[config.mk]
export PLATFORM = sky130hd
export DESIGN_NAME = dlf_flash_prog_top
export DESIGN_NICKNAME = d
export VERILOG_FILES = /design/src/inc/dlf_pkg.sv /design/src/dlf_flash_prog_top.sv /design/src/dlf_link_rx.sv
export SDC_FILE = /design/constraint.sdc
export NUM_CORES = 1
export LEC_CHECK = 0
export BUFFER_PORTS_ARGS = -buffer_cell sky130_fd_sc_hd__buf_2
export CORE_UTILIZATION = 50
export CTS_CLUSTER_DIAMETER = 100
export DETAILED_ROUTE_END_ITERATION = 10
export GPL_ROUTABILITY_DRIVEN = 0
export PLACE_DENSITY = 0.73
export SLEW_MARGIN = 25
export SYNTH_ARGS = -nofsm -noshare
export SYNTH_HDL_FRONTEND = slang
export SYNTH_HIERARCHICAL = 1
export SYNTH_SLANG_ARGS = --single-unit
[constraint.sdc]
create_clock -name core_clk -period 6 [get_ports core_clk]
set_input_delay 0.6 -clock core_clk [delete_from_list [all_inputs] [get_ports core_clk]]
set_output_delay 0.6 -clock core_clk [all_outputs]
set_load 0.005 [all_outputs]
[src/inc/dlf_pkg.sv]
// Constants shared by the debug link flash programming block
// Behaviour
// RULE1 - Host unlocks by writing 0x02 then 0x01
// RULE2 - Unlocked mode holds until system reset
// RULE3 - One 8-bit data register carries everything
// RULE4 - Decode 0x06 read, 0x07 write, 0x08, 0x03
// RULE5 - Control register at address 0x02, resets zero
// RULE6 - Data register at address 0xb4, resets zero
// RULE7 - Link works only while core is halted
// RULE8 - Host selects target address before each access
// RULE9 - Commands ignored until unlock sequence completes
package dlf_pkg;
    localparam logic [7:0] ADDR_CONTROL = 8'h02;
    localparam logic [7:0] ADDR_DATA = 8'hb4;
    localparam logic [7:0] CONTROL_RESET = 8'h00;
    localparam logic [7:0] DATA_RESET = 8'h00;
    localparam logic [7:0] ADDR_SEL_RESET = 8'h00;
    localparam logic [7:0] UNLOCK_FIRST = 8'h02;
    localparam logic [7:0] UNLOCK_SECOND = 8'h01;
    localparam logic [7:0] CMD_BLOCK_READ = 8'h06;
    localparam logic [7:0] CMD_BLOCK_WRITE = 8'h07;
    localparam logic [7:0] CMD_PAGE_ERASE = 8'h08;
    localparam logic [7:0] CMD_DEVICE_ERASE = 8'h03;
    localparam logic [1:0] CODE_BLOCK_READ = 2'h0;
    localparam logic [1:0] CODE_BLOCK_WRITE = 2'h1;
    localparam logic [1:0] CODE_PAGE_ERASE = 2'h2;
    localparam logic [1:0] CODE_DEVICE_ERASE = 2'h3;
    localparam logic [1:0] INS_DATA_READ = 2'h0;
    localparam logic [1:0] INS_DATA_WRITE = 2'h1;
    localparam logic [1:0] INS_ADDR_WRITE = 2'h2;
    localparam logic [1:0] INS_ADDR_READ = 2'h3;
    localparam logic [3:0] CNT_INS_LAST = 4'h1;
    localparam logic [3:0] CNT_DATA_LAST = 4'h9;
    localparam logic [3:0] CNT_ACK = 4'ha;
    typedef enum logic [1:0] {
        ST_LOCKED = 2'b00,
        ST_HALF = 2'b01,
        ST_PROG = 2'b10
    } dlf_unlock_e;
endpackage : dlf_pkg

[src/dlf_flash_prog_top.sv]
// Flash programming control and data registers behind the debug link
module dlf_flash_prog_top #(
    parameter int FIFO_W = 11
) (
    // Clock and reset
    input wire logic core_clk,
    input wire logic rstn,
    // Core state
    input wire logic core_halted,
    // Link pins
    input wire logic debug_link_clock_pin,
    input wire logic debug_link_data_pin_i,
    output logic debug_link_data_pin_o_ff,
    output logic debug_link_data_pin_oe_ff,
    // Flash engine stream
    output logic fl_valid_ff,
    output logic [7:0] fl_byte_ff,
    output logic fl_is_cmd_ff,
    output logic [1:0] fl_cmd_ff,
    input wire logic fl_ready,
    input wire logic fl_cmd_done,
    input wire logic fl_rdata_valid,
    input wire logic [7:0] fl_rdata,
    output logic fl_rd_taken_ff,
    // Mode
    output logic prog_mode_ff
);
    logic wr_pulse, rd_pulse;
    logic [1:0] ins;
    logic [7:0] lbyte;
    logic [7:0] addr_sel_ff, nxt_addr_sel;
    logic [7:0] flash_program_control_ff, nxt_ctl;
    logic [7:0] flash_program_data_ff, nxt_dat;
    dlf_pkg::dlf_unlock_e state_ff, nxt_state;
    logic expect_cmd_ff, nxt_expect_cmd;
    logic nxt_rd_taken;
    logic [FIFO_W-1:0] slot_ff [2];
    logic [1:0] sv_ff;
    logic [FIFO_W-1:0] nxt_slot [2];
    logic [1:0] nxt_sv;
    logic [FIFO_W-1:0] push_word;
    logic push, pop, full, ack_ok, wr_ctl, wr_dat;
    logic [2:0] dec;
    logic [7:0] rd_data_byte;

    // Command byte to {valid, code}
    function automatic logic [2:0] cmd_decode(input logic [7:0] b);
        case (b)
            dlf_pkg::CMD_BLOCK_READ: cmd_decode = {1'b1, dlf_pkg::CODE_BLOCK_READ};
            dlf_pkg::CMD_BLOCK_WRITE: cmd_decode = {1'b1, dlf_pkg::CODE_BLOCK_WRITE};
            dlf_pkg::CMD_PAGE_ERASE: cmd_decode = {1'b1, dlf_pkg::CODE_PAGE_ERASE};
            dlf_pkg::CMD_DEVICE_ERASE: cmd_decode = {1'b1, dlf_pkg::CODE_DEVICE_ERASE};
            default: cmd_decode = 3'h0;
        endcase
    endfunction : cmd_decode

    dlf_link_rx dlf_link_rx_inst (
        .core_clk(core_clk),
        .rstn(rstn),
        .core_halted(core_halted),
        .clk_pin_i(debug_link_clock_pin),
        .dat_pin_i(debug_link_data_pin_i),
        .dat_pin_o_ff(debug_link_data_pin_o_ff),
        .dat_pin_oe_ff(debug_link_data_pin_oe_ff),
        .rd_addr_byte(addr_sel_ff),
        .rd_data_byte(rd_data_byte),
        .ack_ok(ack_ok),
        .wr_pulse_ff(wr_pulse),
        .rd_pulse_ff(rd_pulse),
        .ins_ff(ins),
        .byte_ff(lbyte)
    );

    // Register decode and unlock sequence
    always_comb begin
        wr_ctl = wr_pulse && ins == dlf_pkg::INS_DATA_WRITE &&
            addr_sel_ff == dlf_pkg::ADDR_CONTROL; // RULE5 RULE8
        wr_dat = wr_pulse && ins == dlf_pkg::INS_DATA_WRITE &&
            addr_sel_ff == dlf_pkg::ADDR_DATA; // RULE6 RULE8
        case (addr_sel_ff)
            dlf_pkg::ADDR_CONTROL: rd_data_byte = flash_program_control_ff; // RULE5
            dlf_pkg::ADDR_DATA: rd_data_byte = flash_program_data_ff; // RULE6
            default: rd_data_byte = 8'h00;
        endcase
        full = sv_ff[0] && sv_ff[1];
        // Only a data write can be refused; address write frames always acknowledge
        ack_ok = !(ins == dlf_pkg::INS_DATA_WRITE && addr_sel_ff == dlf_pkg::ADDR_DATA &&
            state_ff == dlf_pkg::ST_PROG && full);
        nxt_addr_sel = addr_sel_ff;
        if (wr_pulse && ins == dlf_pkg::INS_ADDR_WRITE) begin
            nxt_addr_sel = lbyte;
        end
        nxt_ctl = wr_ctl ? lbyte : flash_program_control_ff;
        nxt_state = state_ff;
        if (wr_ctl) begin
            case (state_ff) // RULE1
                dlf_pkg::ST_LOCKED: begin
                    if (lbyte == dlf_pkg::UNLOCK_FIRST) begin
                        nxt_state = dlf_pkg::ST_HALF;
                    end
                end
                dlf_pkg::ST_HALF: begin
                    if (lbyte == dlf_pkg::UNLOCK_SECOND) begin
                        nxt_state = dlf_pkg::ST_PROG;
                    end else if (lbyte != dlf_pkg::UNLOCK_FIRST) begin
                        nxt_state = dlf_pkg::ST_LOCKED; // RULE9
                    end
                end
                dlf_pkg::ST_PROG: nxt_state = dlf_pkg::ST_PROG; // RULE2
                default: nxt_state = dlf_pkg::ST_LOCKED;
            endcase
        end
        nxt_dat = flash_program_data_ff;
        if (wr_dat) begin
            nxt_dat = lbyte; // RULE3
        end else if (fl_rdata_valid) begin
            nxt_dat = fl_rdata; // RULE3
        end
        nxt_rd_taken = rd_pulse && ins == dlf_pkg::INS_DATA_READ &&
            addr_sel_ff == dlf_pkg::ADDR_DATA;
    end

    // Command decode and two-entry buffer toward the flash engine
    always_comb begin
        dec = cmd_decode(lbyte); // RULE4
        nxt_expect_cmd = expect_cmd_ff;
        push = 1'b0;
        push_word = {1'b0, 2'h0, lbyte};
        // Push only what the host was told was accepted, even if a pop freed room since
        if (wr_dat && state_ff == dlf_pkg::ST_PROG && debug_link_data_pin_o_ff) begin // RULE9
            if (expect_cmd_ff) begin
                if (dec[2]) begin // RULE4
                    push = 1'b1;
                    push_word = {1'b1, dec[1:0], lbyte};
                    nxt_expect_cmd = 1'b0;
                end
            end else begin
                push = 1'b1;
            end
        end
        if (fl_cmd_done) begin
            nxt_expect_cmd = 1'b1;
        end
        pop = sv_ff[0] && fl_ready;
        nxt_slot[0] = slot_ff[0];
        nxt_slot[1] = slot_ff[1];
        nxt_sv = sv_ff;
        if (pop) begin
            nxt_slot[0] = slot_ff[1];
            nxt_sv = {1'b0, sv_ff[1]};
        end
        if (push) begin
            if (!nxt_sv[0]) begin
                nxt_slot[0] = push_word;
                nxt_sv[0] = 1'b1;
            end else begin
                nxt_slot[1] = push_word;
                nxt_sv[1] = 1'b1;
            end
        end
    end

    always_ff @(posedge core_clk) begin
        if (!rstn) begin
            addr_sel_ff <= dlf_pkg::ADDR_SEL_RESET;
            flash_program_control_ff <= dlf_pkg::CONTROL_RESET; // RULE5
            flash_program_data_ff <= dlf_pkg::DATA_RESET; // RULE6
            state_ff <= dlf_pkg::ST_LOCKED; // RULE2
            prog_mode_ff <= 1'b0;
            expect_cmd_ff <= 1'b1;
            fl_rd_taken_ff <= 1'b0;
            slot_ff[0] <= '0;
            slot_ff[1] <= '0;
            sv_ff <= 2'h0;
            fl_valid_ff <= 1'b0;
            fl_byte_ff <= 8'h00;
            fl_is_cmd_ff <= 1'b0;
            fl_cmd_ff <= 2'h0;
        end else begin
            addr_sel_ff <= nxt_addr_sel;
            flash_program_control_ff <= nxt_ctl;
            flash_program_data_ff <= nxt_dat;
            state_ff <= nxt_state;
            prog_mode_ff <= (nxt_state == dlf_pkg::ST_PROG);
            expect_cmd_ff <= nxt_expect_cmd;
            fl_rd_taken_ff <= nxt_rd_taken;
            slot_ff[0] <= nxt_slot[0];
            slot_ff[1] <= nxt_slot[1];
            sv_ff <= nxt_sv;
            fl_valid_ff <= nxt_sv[0];
            fl_byte_ff <= nxt_slot[0][7:0];
            fl_is_cmd_ff <= nxt_slot[0][10];
            fl_cmd_ff <= nxt_slot[0][9:8];
        end
    end
endmodule : dlf_flash_prog_top

[src/dlf_link_rx.sv]
// Pin sampling and bit framing of the debug link
module dlf_link_rx (
    // Clock and reset
    input wire logic core_clk,
    input wire logic rstn,
    // Core state
    input wire logic core_halted,
    // Link pins
    input wire logic clk_pin_i,
    input wire logic dat_pin_i,
    output logic dat_pin_o_ff,
    output logic dat_pin_oe_ff,
    // Frame results
    input wire logic [7:0] rd_addr_byte,
    input wire logic [7:0] rd_data_byte,
    input wire logic ack_ok,
    output logic wr_pulse_ff,
    output logic rd_pulse_ff,
    output logic [1:0] ins_ff,
    output logic [7:0] byte_ff
);
    logic [2:0] clk_s_ff, nxt_clk_s;
    logic [2:0] dat_s_ff, nxt_dat_s;
    logic clk_c_ff, nxt_clk_c;
    logic dat_c_ff, nxt_dat_c;
    logic [3:0] cnt_ff, nxt_cnt;
    logic [7:0] sh_ff, nxt_sh;
    logic nxt_o, nxt_oe, nxt_wr, nxt_rd;
    logic [1:0] nxt_ins;
    logic [7:0] nxt_byte;
    logic rise;

    always_comb begin
        nxt_clk_s = {clk_s_ff[1:0], clk_pin_i};
        nxt_dat_s = {dat_s_ff[1:0], dat_pin_i};
        nxt_clk_c = (clk_s_ff[1] == clk_s_ff[2]) ? clk_s_ff[2] : clk_c_ff;
        nxt_dat_c = (dat_s_ff[1] == dat_s_ff[2]) ? dat_s_ff[2] : dat_c_ff;
        rise = nxt_clk_c && !clk_c_ff;
        nxt_cnt = cnt_ff;
        nxt_sh = sh_ff;
        nxt_o = dat_pin_o_ff;
        nxt_oe = dat_pin_oe_ff;
        nxt_wr = 1'b0;
        nxt_rd = 1'b0;
        nxt_ins = ins_ff;
        nxt_byte = byte_ff;
        if (!core_halted) begin // RULE7
            nxt_cnt = 4'h0;
            nxt_oe = 1'b0;
        end else if (rise) begin
            nxt_cnt = cnt_ff + 4'h1;
            if (cnt_ff <= dlf_pkg::CNT_INS_LAST) begin
                nxt_ins = {ins_ff[0], dat_c_ff};
                if (cnt_ff == dlf_pkg::CNT_INS_LAST &&
                        (nxt_ins == dlf_pkg::INS_DATA_READ ||
                        nxt_ins == dlf_pkg::INS_ADDR_READ)) begin
                    nxt_sh = (nxt_ins == dlf_pkg::INS_ADDR_READ) ? rd_addr_byte : rd_data_byte;
                    nxt_o = nxt_sh[7];
                    nxt_oe = 1'b1;
                end
            end else if (cnt_ff == dlf_pkg::CNT_ACK) begin
                nxt_oe = 1'b0;
                nxt_cnt = 4'h0;
            end else if (ins_ff == dlf_pkg::INS_DATA_READ ||
                    ins_ff == dlf_pkg::INS_ADDR_READ) begin
                nxt_sh = {sh_ff[6:0], 1'b0};
                nxt_o = nxt_sh[7];
                if (cnt_ff == dlf_pkg::CNT_DATA_LAST) begin
                    nxt_oe = 1'b0;
                    nxt_cnt = 4'h0;
                    nxt_rd = 1'b1;
                end
            end else begin
                nxt_sh = {sh_ff[6:0], dat_c_ff};
                if (cnt_ff == dlf_pkg::CNT_DATA_LAST) begin
                    nxt_byte = nxt_sh;
                    nxt_wr = 1'b1;
                    nxt_o = ack_ok;
                    nxt_oe = 1'b1;
                end
            end
        end
    end

    always_ff @(posedge core_clk) begin
        if (!rstn) begin
            clk_s_ff <= 3'h0;
            dat_s_ff <= 3'h0;
            clk_c_ff <= 1'b0;
            dat_c_ff <= 1'b0;
            cnt_ff <= 4'h0;
            sh_ff <= 8'h00;
            dat_pin_o_ff <= 1'b0;
            dat_pin_oe_ff <= 1'b0;
            wr_pulse_ff <= 1'b0;
            rd_pulse_ff <= 1'b0;
            ins_ff <= 2'h0;
            byte_ff <= 8'h00;
        end else begin
            clk_s_ff <= nxt_clk_s;
            dat_s_ff <= nxt_dat_s;
            clk_c_ff <= nxt_clk_c;
            dat_c_ff <= nxt_dat_c;
            cnt_ff <= nxt_cnt;
            sh_ff <= nxt_sh;
            dat_pin_o_ff <= nxt_o;
            dat_pin_oe_ff <= nxt_oe;
            wr_pulse_ff <= nxt_wr;
            rd_pulse_ff <= nxt_rd;
            ins_ff <= nxt_ins;
            byte_ff <= nxt_byte;
        end
    end
endmodule : dlf_link_rx

* Yosys cells after proc, flatten, opt, wreduce, memory -nomap -nowiden
Memory sizes are Yosys's and may differ from the RTL's.
Index checks and enable logic that the tools add are counted.
** Storage, ports and cells
- Memories kept :: 1
- Bits in latches :: 0
- Word-level logic and storage cells :: 142
- Output and inout port bits :: 16
- Bits in read-only memories :: 0
- Flip-flop bits (word level) :: 76
- Bits of input ports :: 16
- Bits in writable memories :: 22
** Memories
- slot_ff :: depth 2, bits a word 11, read ports 2, clocked after Yosys merged registers in 0, write ports 2, RTL line dlf_flash_prog_top.sv:37 : logic [FIFO_W-1:0] slot_ff [2];
** Operators by class
- Divide/modulo/power cells :: 0
- Shifts and indexed selects :: 0
- $lt $le $gt $ge :: 1
- Muxes and demuxes :: 50
- Equal/unequal tests :: 23
- Multiply operators :: 0
- Add/sub/neg operators :: 1
- Bitwise gates (word level) :: 8
- Reductions and logical operators :: 34
** Operator list (count)
- two-way mux 11 bit :: 8
- == test 8 x 2 -> 1 bit, second input constant :: 3
- two-way mux 8 bit :: 3
- two-way mux 1 bit :: 22
- two-way mux 22 bit :: 1
- two-way mux 7 bit :: 3
- == test 8 x 3 -> 1 bit, second input constant :: 2
- two-way mux 4 bit :: 4
- one-hot mux 8 bit (2 select lines) :: 1
- logical AND 1 bit :: 15
- two-way mux 2 bit :: 6
- one-hot mux 3 bit (4 select lines) :: 1
- OR reduction 6 bit :: 2
- == test 2 bit, second input constant :: 5
- == test 4 bit, second input constant :: 2
- == test 8 x 1 -> 1 bit, second input constant :: 1
- == test 8 x 4 -> 1 bit, second input constant :: 1
- == test 8 bit, second input constant :: 1
- inequality test 8 x 2 -> 1 bit, second input constant :: 1
- zero test 2 bit :: 3
- inverter 1 bit :: 6
- one-hot mux 2 bit (3 select lines) :: 1
- AND reduction 3 bit :: 2
- AND reduction 6 bit :: 1
- 16 further kinds :: 22

* Longest topological paths before layout
- Word-level depth :: 9
- Depth in mapped cells :: 8
- Mapped depth without buffers :: 8

* By module
Netlist, hierarchy kept.
** Modules (own cells, without submodules)
- dlf_flash_prog_top :: instances 1, cells each 283, area each 2586.2 µm²
- dlf_link_rx :: instances 1, cells each 163, area each 1530.2 µm²

* Least setup slack after synthesis
Ideal clock, no wire load.
- Path type :: reg2reg
- From :: reg addr_sel_ff[0]
- To :: reg dlf_link_rx_inst.dat_pin_o_ff
- Stages on the path, launching flop included :: 8
- Period minus slack after synthesis :: 2.075 ns
- Path slack :: 3.925 ns
- Library setup time :: 0.117 ns
- Path buffers :: 1
- Required time :: 5.883 ns
- Arrival time :: 1.958 ns
- Cell sequence :: dfxtp_1 -> or3_1 -> buf_2 -> nor3_2 -> or3b_2 -> mux2i_1 -> mux2i_1 -> o2bb2ai_1
** Between the ends
- Word-level cells in the longest chain between the ends :: 9
- Elaborated cells between the ends (all ways) :: 13
** Ends and longest elaborated chain
- from (decl) :: RTL line dlf_flash_prog_top.sv:31 : logic [7:0] addr_sel_ff, nxt_addr_sel;
- from (signal assigned) :: RTL line dlf_flash_prog_top.sv:165 : addr_sel_ff <= dlf_pkg::ADDR_SEL_RESET;
- from (signal assigned) :: RTL line dlf_flash_prog_top.sv:180 : addr_sel_ff <= nxt_addr_sel;
- == test 8 bit :: RTL line dlf_flash_prog_top.sv:87 : ack_ok = !(ins == dlf_pkg::INS_DATA_WRITE && addr_sel_ff == dlf_pkg::ADDR_DATA &&
- logical AND 1 bit (2 in series) :: RTL line dlf_flash_prog_top.sv:87
- logical AND 1 bit :: RTL line dlf_flash_prog_top.sv:88 : state_ff == dlf_pkg::ST_PROG && full);
- zero test 1 bit :: RTL line dlf_flash_prog_top.sv:87
- via ack_ok :: RTL line dlf_flash_prog_top.sv:42 : logic push, pop, full, ack_ok, wr_ctl, wr_dat;
- two-way mux 1 bit :: RTL line dlf_link_rx.sv:75 : if (cnt_ff == dlf_pkg::CNT_DATA_LAST) begin
- two-way mux 1 bit :: RTL line dlf_link_rx.sv:64 : end else if (ins_ff == dlf_pkg::INS_DATA_READ ||
- two-way mux 1 bit :: RTL line dlf_link_rx.sv:61 : end else if (cnt_ff == dlf_pkg::CNT_ACK) begin
- two-way mux 1 bit :: RTL line dlf_link_rx.sv:52 : if (cnt_ff <= dlf_pkg::CNT_INS_LAST) begin
- to (signal assigned) :: RTL line dlf_link_rx.sv:106 : dat_pin_o_ff <= nxt_o;
- to (decl) :: RTL line dlf_link_rx.sv:11 : output logic dat_pin_o_ff,
The timed path passes the listed nets, and every way through them passes these cells. The select of a mux whose other input is x is not followed.
A chain may end at the register's enable or synchronous reset.

* Worst setup path in the final report
Ends and elaborated chain as after synthesis.

==> results.json <==
{
  "die_h_um": 92.7,
  "routed_via_density": 5.70,
  "fmax_mhz": 418,
  "cts_root_buffer": "clkbuf_8",
  "power_density_nw_per_um2": 227,
  "critPathKind": "flip-flop to flip-flop",
  "synth_area_per_cell_sq_um": 9.23,
  "syn_nets": 467,
  "intPower_mw": 0.790,
  "grt_max_degree": 71,
  "cp_data_required_time_ns": 6.25,
  "combinationalPowerShare_pct": 2.8,
  "switching_power_mw": 0.207,
  "finalClockSkew_ns": 0.00813,
  "hold_path_end": "expect_cmd_ff$_SDFFE_PP1P_",
  "p_leak_nw": 1.87,
  "layout-drive-gt1-share_pct": 14.5,
  "num_rows": 32,
  "cts_buffer_depth": 2,
  "cts_tree": "yes",
  "nets": 473,
  "clk_pin_slew_worst_paths_ns": 0.08,
  "hold_class": "input port to flip-flop",
  "r2r-end": "dlf_link_rx_inst/dat_pin_o_ff$_SDFFE_PN0P_",
  "ios": 32,
  "post-route-drc-count": 0,
  "dieArea_sq_um": 8600,
  "p_clk_share_pct": 39.2,
  "synth-warning-count": 6,
  "synth_area_sq_um": 4120,
  "worst-path-buf-inv": 0,
  "cts_num_sinks": 86,
  "hp-start": "fl_cmd_done",
  "wl_per_cell_um": 15.6,
  "worst_pin_slew_ns": 0.846,
  "setup_violations": 0,
  "async_flop_share_pct": 0,
  "synth_top_area_cell": "dfxtp_1",
  "synth-seq-cells": 86,
  "grt_use_total_pct": 21.7,
  "die_x_um": 92.7,
  "critPathMaxFanout": 10,
  "reg2regPathDepth": 6,
  "drt-pass1-iter-count": 4,
  "htree_levels": 3,
  "cp_common_cell": "mux2i_1",
  "port_buffers": 31,
  "hold_path_depth": 2,
  "final_area_sq_um": 4400,
  "reg2reg_from": "addr_sel_ff[0]$_SDFFE_PN0P_",
  "synthCells": 446,
  "slew_viol_final": 0,
  "status": "completed",
  "startpoint_type": "flip-flop",
  "critPathArrivalTime_ns": 2.65,
  "clock_latency_ns": 0.36,
  "finalCriticalPeriod_ns": 2.40,
  "final_cells": 558,
  "peakVddDrop_v": 0.000111,
  "critPathSlowestCell": "nor3_2",
  "ctsHoldBuffers": 0,
  "synth_top_area_share_pct": 41.8,
  "antenna_found_initial": 0,
  "sw_frac_of_total_pct": 20.8,
  "cp_cell_sequence": "or3_1, nor3_2, or3b_2, mux2i_1, mux2i_1, o2bb2ai_1",
  "dp_hpwl_um": 6100,
  "grt_pass1_wl_um": 14400,
  "slew_headroom_pct": 43.3,
  "hold_violations": 0,
  "grt_overflow": 0,
  "reg2reg_slack_ns": 3.60,
  "ys_top_cells_by_count": "86 x dfxtp_1, 73 x nand2_1, 55 x mux2i_1",
  "drv_cap": 0,
  "p_seq_share_pct": 58.0,
  "grt_pass1_vias": 2993,
  "synthTopCellsByArea": "dfxtp_1 42%, mux2i_1 13%, nand2_1 6.7%",
  "placed_area_sq_um": 4210,
  "vias": 3181,
  "start_util_pct": 52.5,
  "core_sq_um": 7850,
  "rsz0062_at_grt": "false",
  "dr.first_iter.drc_count": 233,
  "tns_ns": 0,
  "crit_path_start": "addr_sel_ff[0]$_SDFFE_PN0P_",
  "cts_buffers": 9,
  "yosysUniqueCellTypes": 55,
  "crit_family": "simple AND/OR/NAND/NOR gates",
  "crit_path_max_incr_delay_ns": 0.58,
  "synth-main-ff-cell": "dfxtp_1",
  "ctsResizeCount": 0,
  "min_period_over_period_pct": 39.9,
  "synth-edff-count": 0,
  "areaGrowthSynthToFinish_pct": 6.81,
  "antenna_left": 0,
  "synthMostInstantiatedCell": "dfxtp_1",
  "dp.cells": 543,
  "drt-total-wl_um": 8700,
  "cts_setup_buffers": 0,
  "n_antenna_cell": 0,
  "cp-end-kind": "flip-flop",
  "nFillCells": 740,
  "ys_seq_area_share_pct": 41.8
}
## worst reg2reg max path, delay by kind of cell, from the launching register on
kind	cells	cell delay, ns
flops	1	0.33
mux	2	0.23
simple gates	3	1.58
compound gates	1	0.15
## stage by stage
stage	hold slack [ns]	power [mW]	setup slack (ns)	utilization [%]
final	0.419	0.998	3.60	56.0
after global routing	0.419	1.03	3.48	56.0
after CTS	0.410	1.01	3.64	56.0
after detailed placement	0.422	0.620	3.66	53.7
after global placement	0.416	0.619	3.70	53.7
after floorplan	0.409	0.610	3.93	-
## metal layers
metal	up-vias	global-route usage (%)	part of all wire (%)
met5	-	0	0
met4	0	10.5	2.3
met3	19	3.69	4.6
met2	84	35.0	47
met1	1516	28.0	46
li1	1562	-	-
## cells by family after synthesis
kind of cell	Yosys count	synth area share (%)
xor gates and xnor gates	5	1.06
muxes	66	16.4
buffers and inverters	44	5.32
and+or+nand+nor	167	20.8
adders and majority gates	5	1.52
DFF	86	41.8
AOI/OAI and AO/OA	73	13.1
## cell usage in the layout, fill, tap and decap left out, types with 7 or more instances in the layout
| cell type | instances |
|---|---|
| o211ai_1 | 7 |
| mux2_2 | 11 |
| a22o_1 | 8 |
| nand2_1 | 73 |
| nand3_1 | 8 |
| nor2b_1 | 11 |
| mux2i_1 | 55 |
| clkbuf_8 | 10 |
| buf_2 | 31 |
| nor2_1 | 27 |
| inv_1 | 7 |
| a21boi_0 | 10 |
| o211a_1 | 9 |
| dfxtp_1 | 86 |
| a21oi_1 | 15 |
## worst max-delay path by stage
stage | end | slack (ns) | cells past startpoint
2_1_floorplan | dlf_link_rx_inst/dat_pin_o_ff$_SDFFE_PN0P_ | 3.93 | 7
3_3_place_gp | dlf_link_rx_inst/sh_ff[2]$_SDFFE_PN0P_ | 3.70 | 5
3_5_place_dp | dlf_link_rx_inst/dat_pin_o_ff$_SDFFE_PN0P_ | 3.66 | 6
4_1_cts | dlf_link_rx_inst/dat_pin_o_ff$_SDFFE_PN0P_ | 3.64 | 6
5_1_grt | dlf_link_rx_inst/dat_pin_o_ff$_SDFFE_PN0P_ | 3.48 | 6
6_report | dlf_link_rx_inst/dat_pin_o_ff$_SDFFE_PN0P_ | 3.60 | 6
## state kept, by name, summed over array words and instances, names as in the netlist, 3 cells and up
name / flops
dlf_link_rx_inst/byte_ff: 8
flash_program_data_ff: 8
dlf_link_rx_inst/cnt_ff: 4
fl_byte_ff: 7
addr_sel_ff: 8
dlf_link_rx_inst/dat_s_ff: 3
flash_program_control_ff: 8
dlf_link_rx_inst/clk_s_ff: 3
slot_ff: 13
dlf_link_rx_inst/sh_ff: 7
## area by class of cell
class	instances	area (sq um)	share of cell area, %
well taps	102	128	2.90
inverters	7	26.3	0.598
clock inverters	1	30.0	0.683
clock buffers	14	153	3.47
flip-flops and latches	86	1720	39.2
repair buffers	32	163	3.70
multi-input cells	316	2180	49.5
## power groups by stage
stage / clock network [mW] / logic, mW / registers [mW]
floorplan: 0 / 0.0199 / 0.590
global placement: 0 / 0.0277 / 0.592
detailed placement: 0 / 0.0284 / 0.592
CTS: 0.401 / 0.0284 / 0.578
global route: 0.424 / 0.0313 / 0.579
finish: 0.391 / 0.0280 / 0.578
No activity file was read; power rests on OpenSTA's default activity.
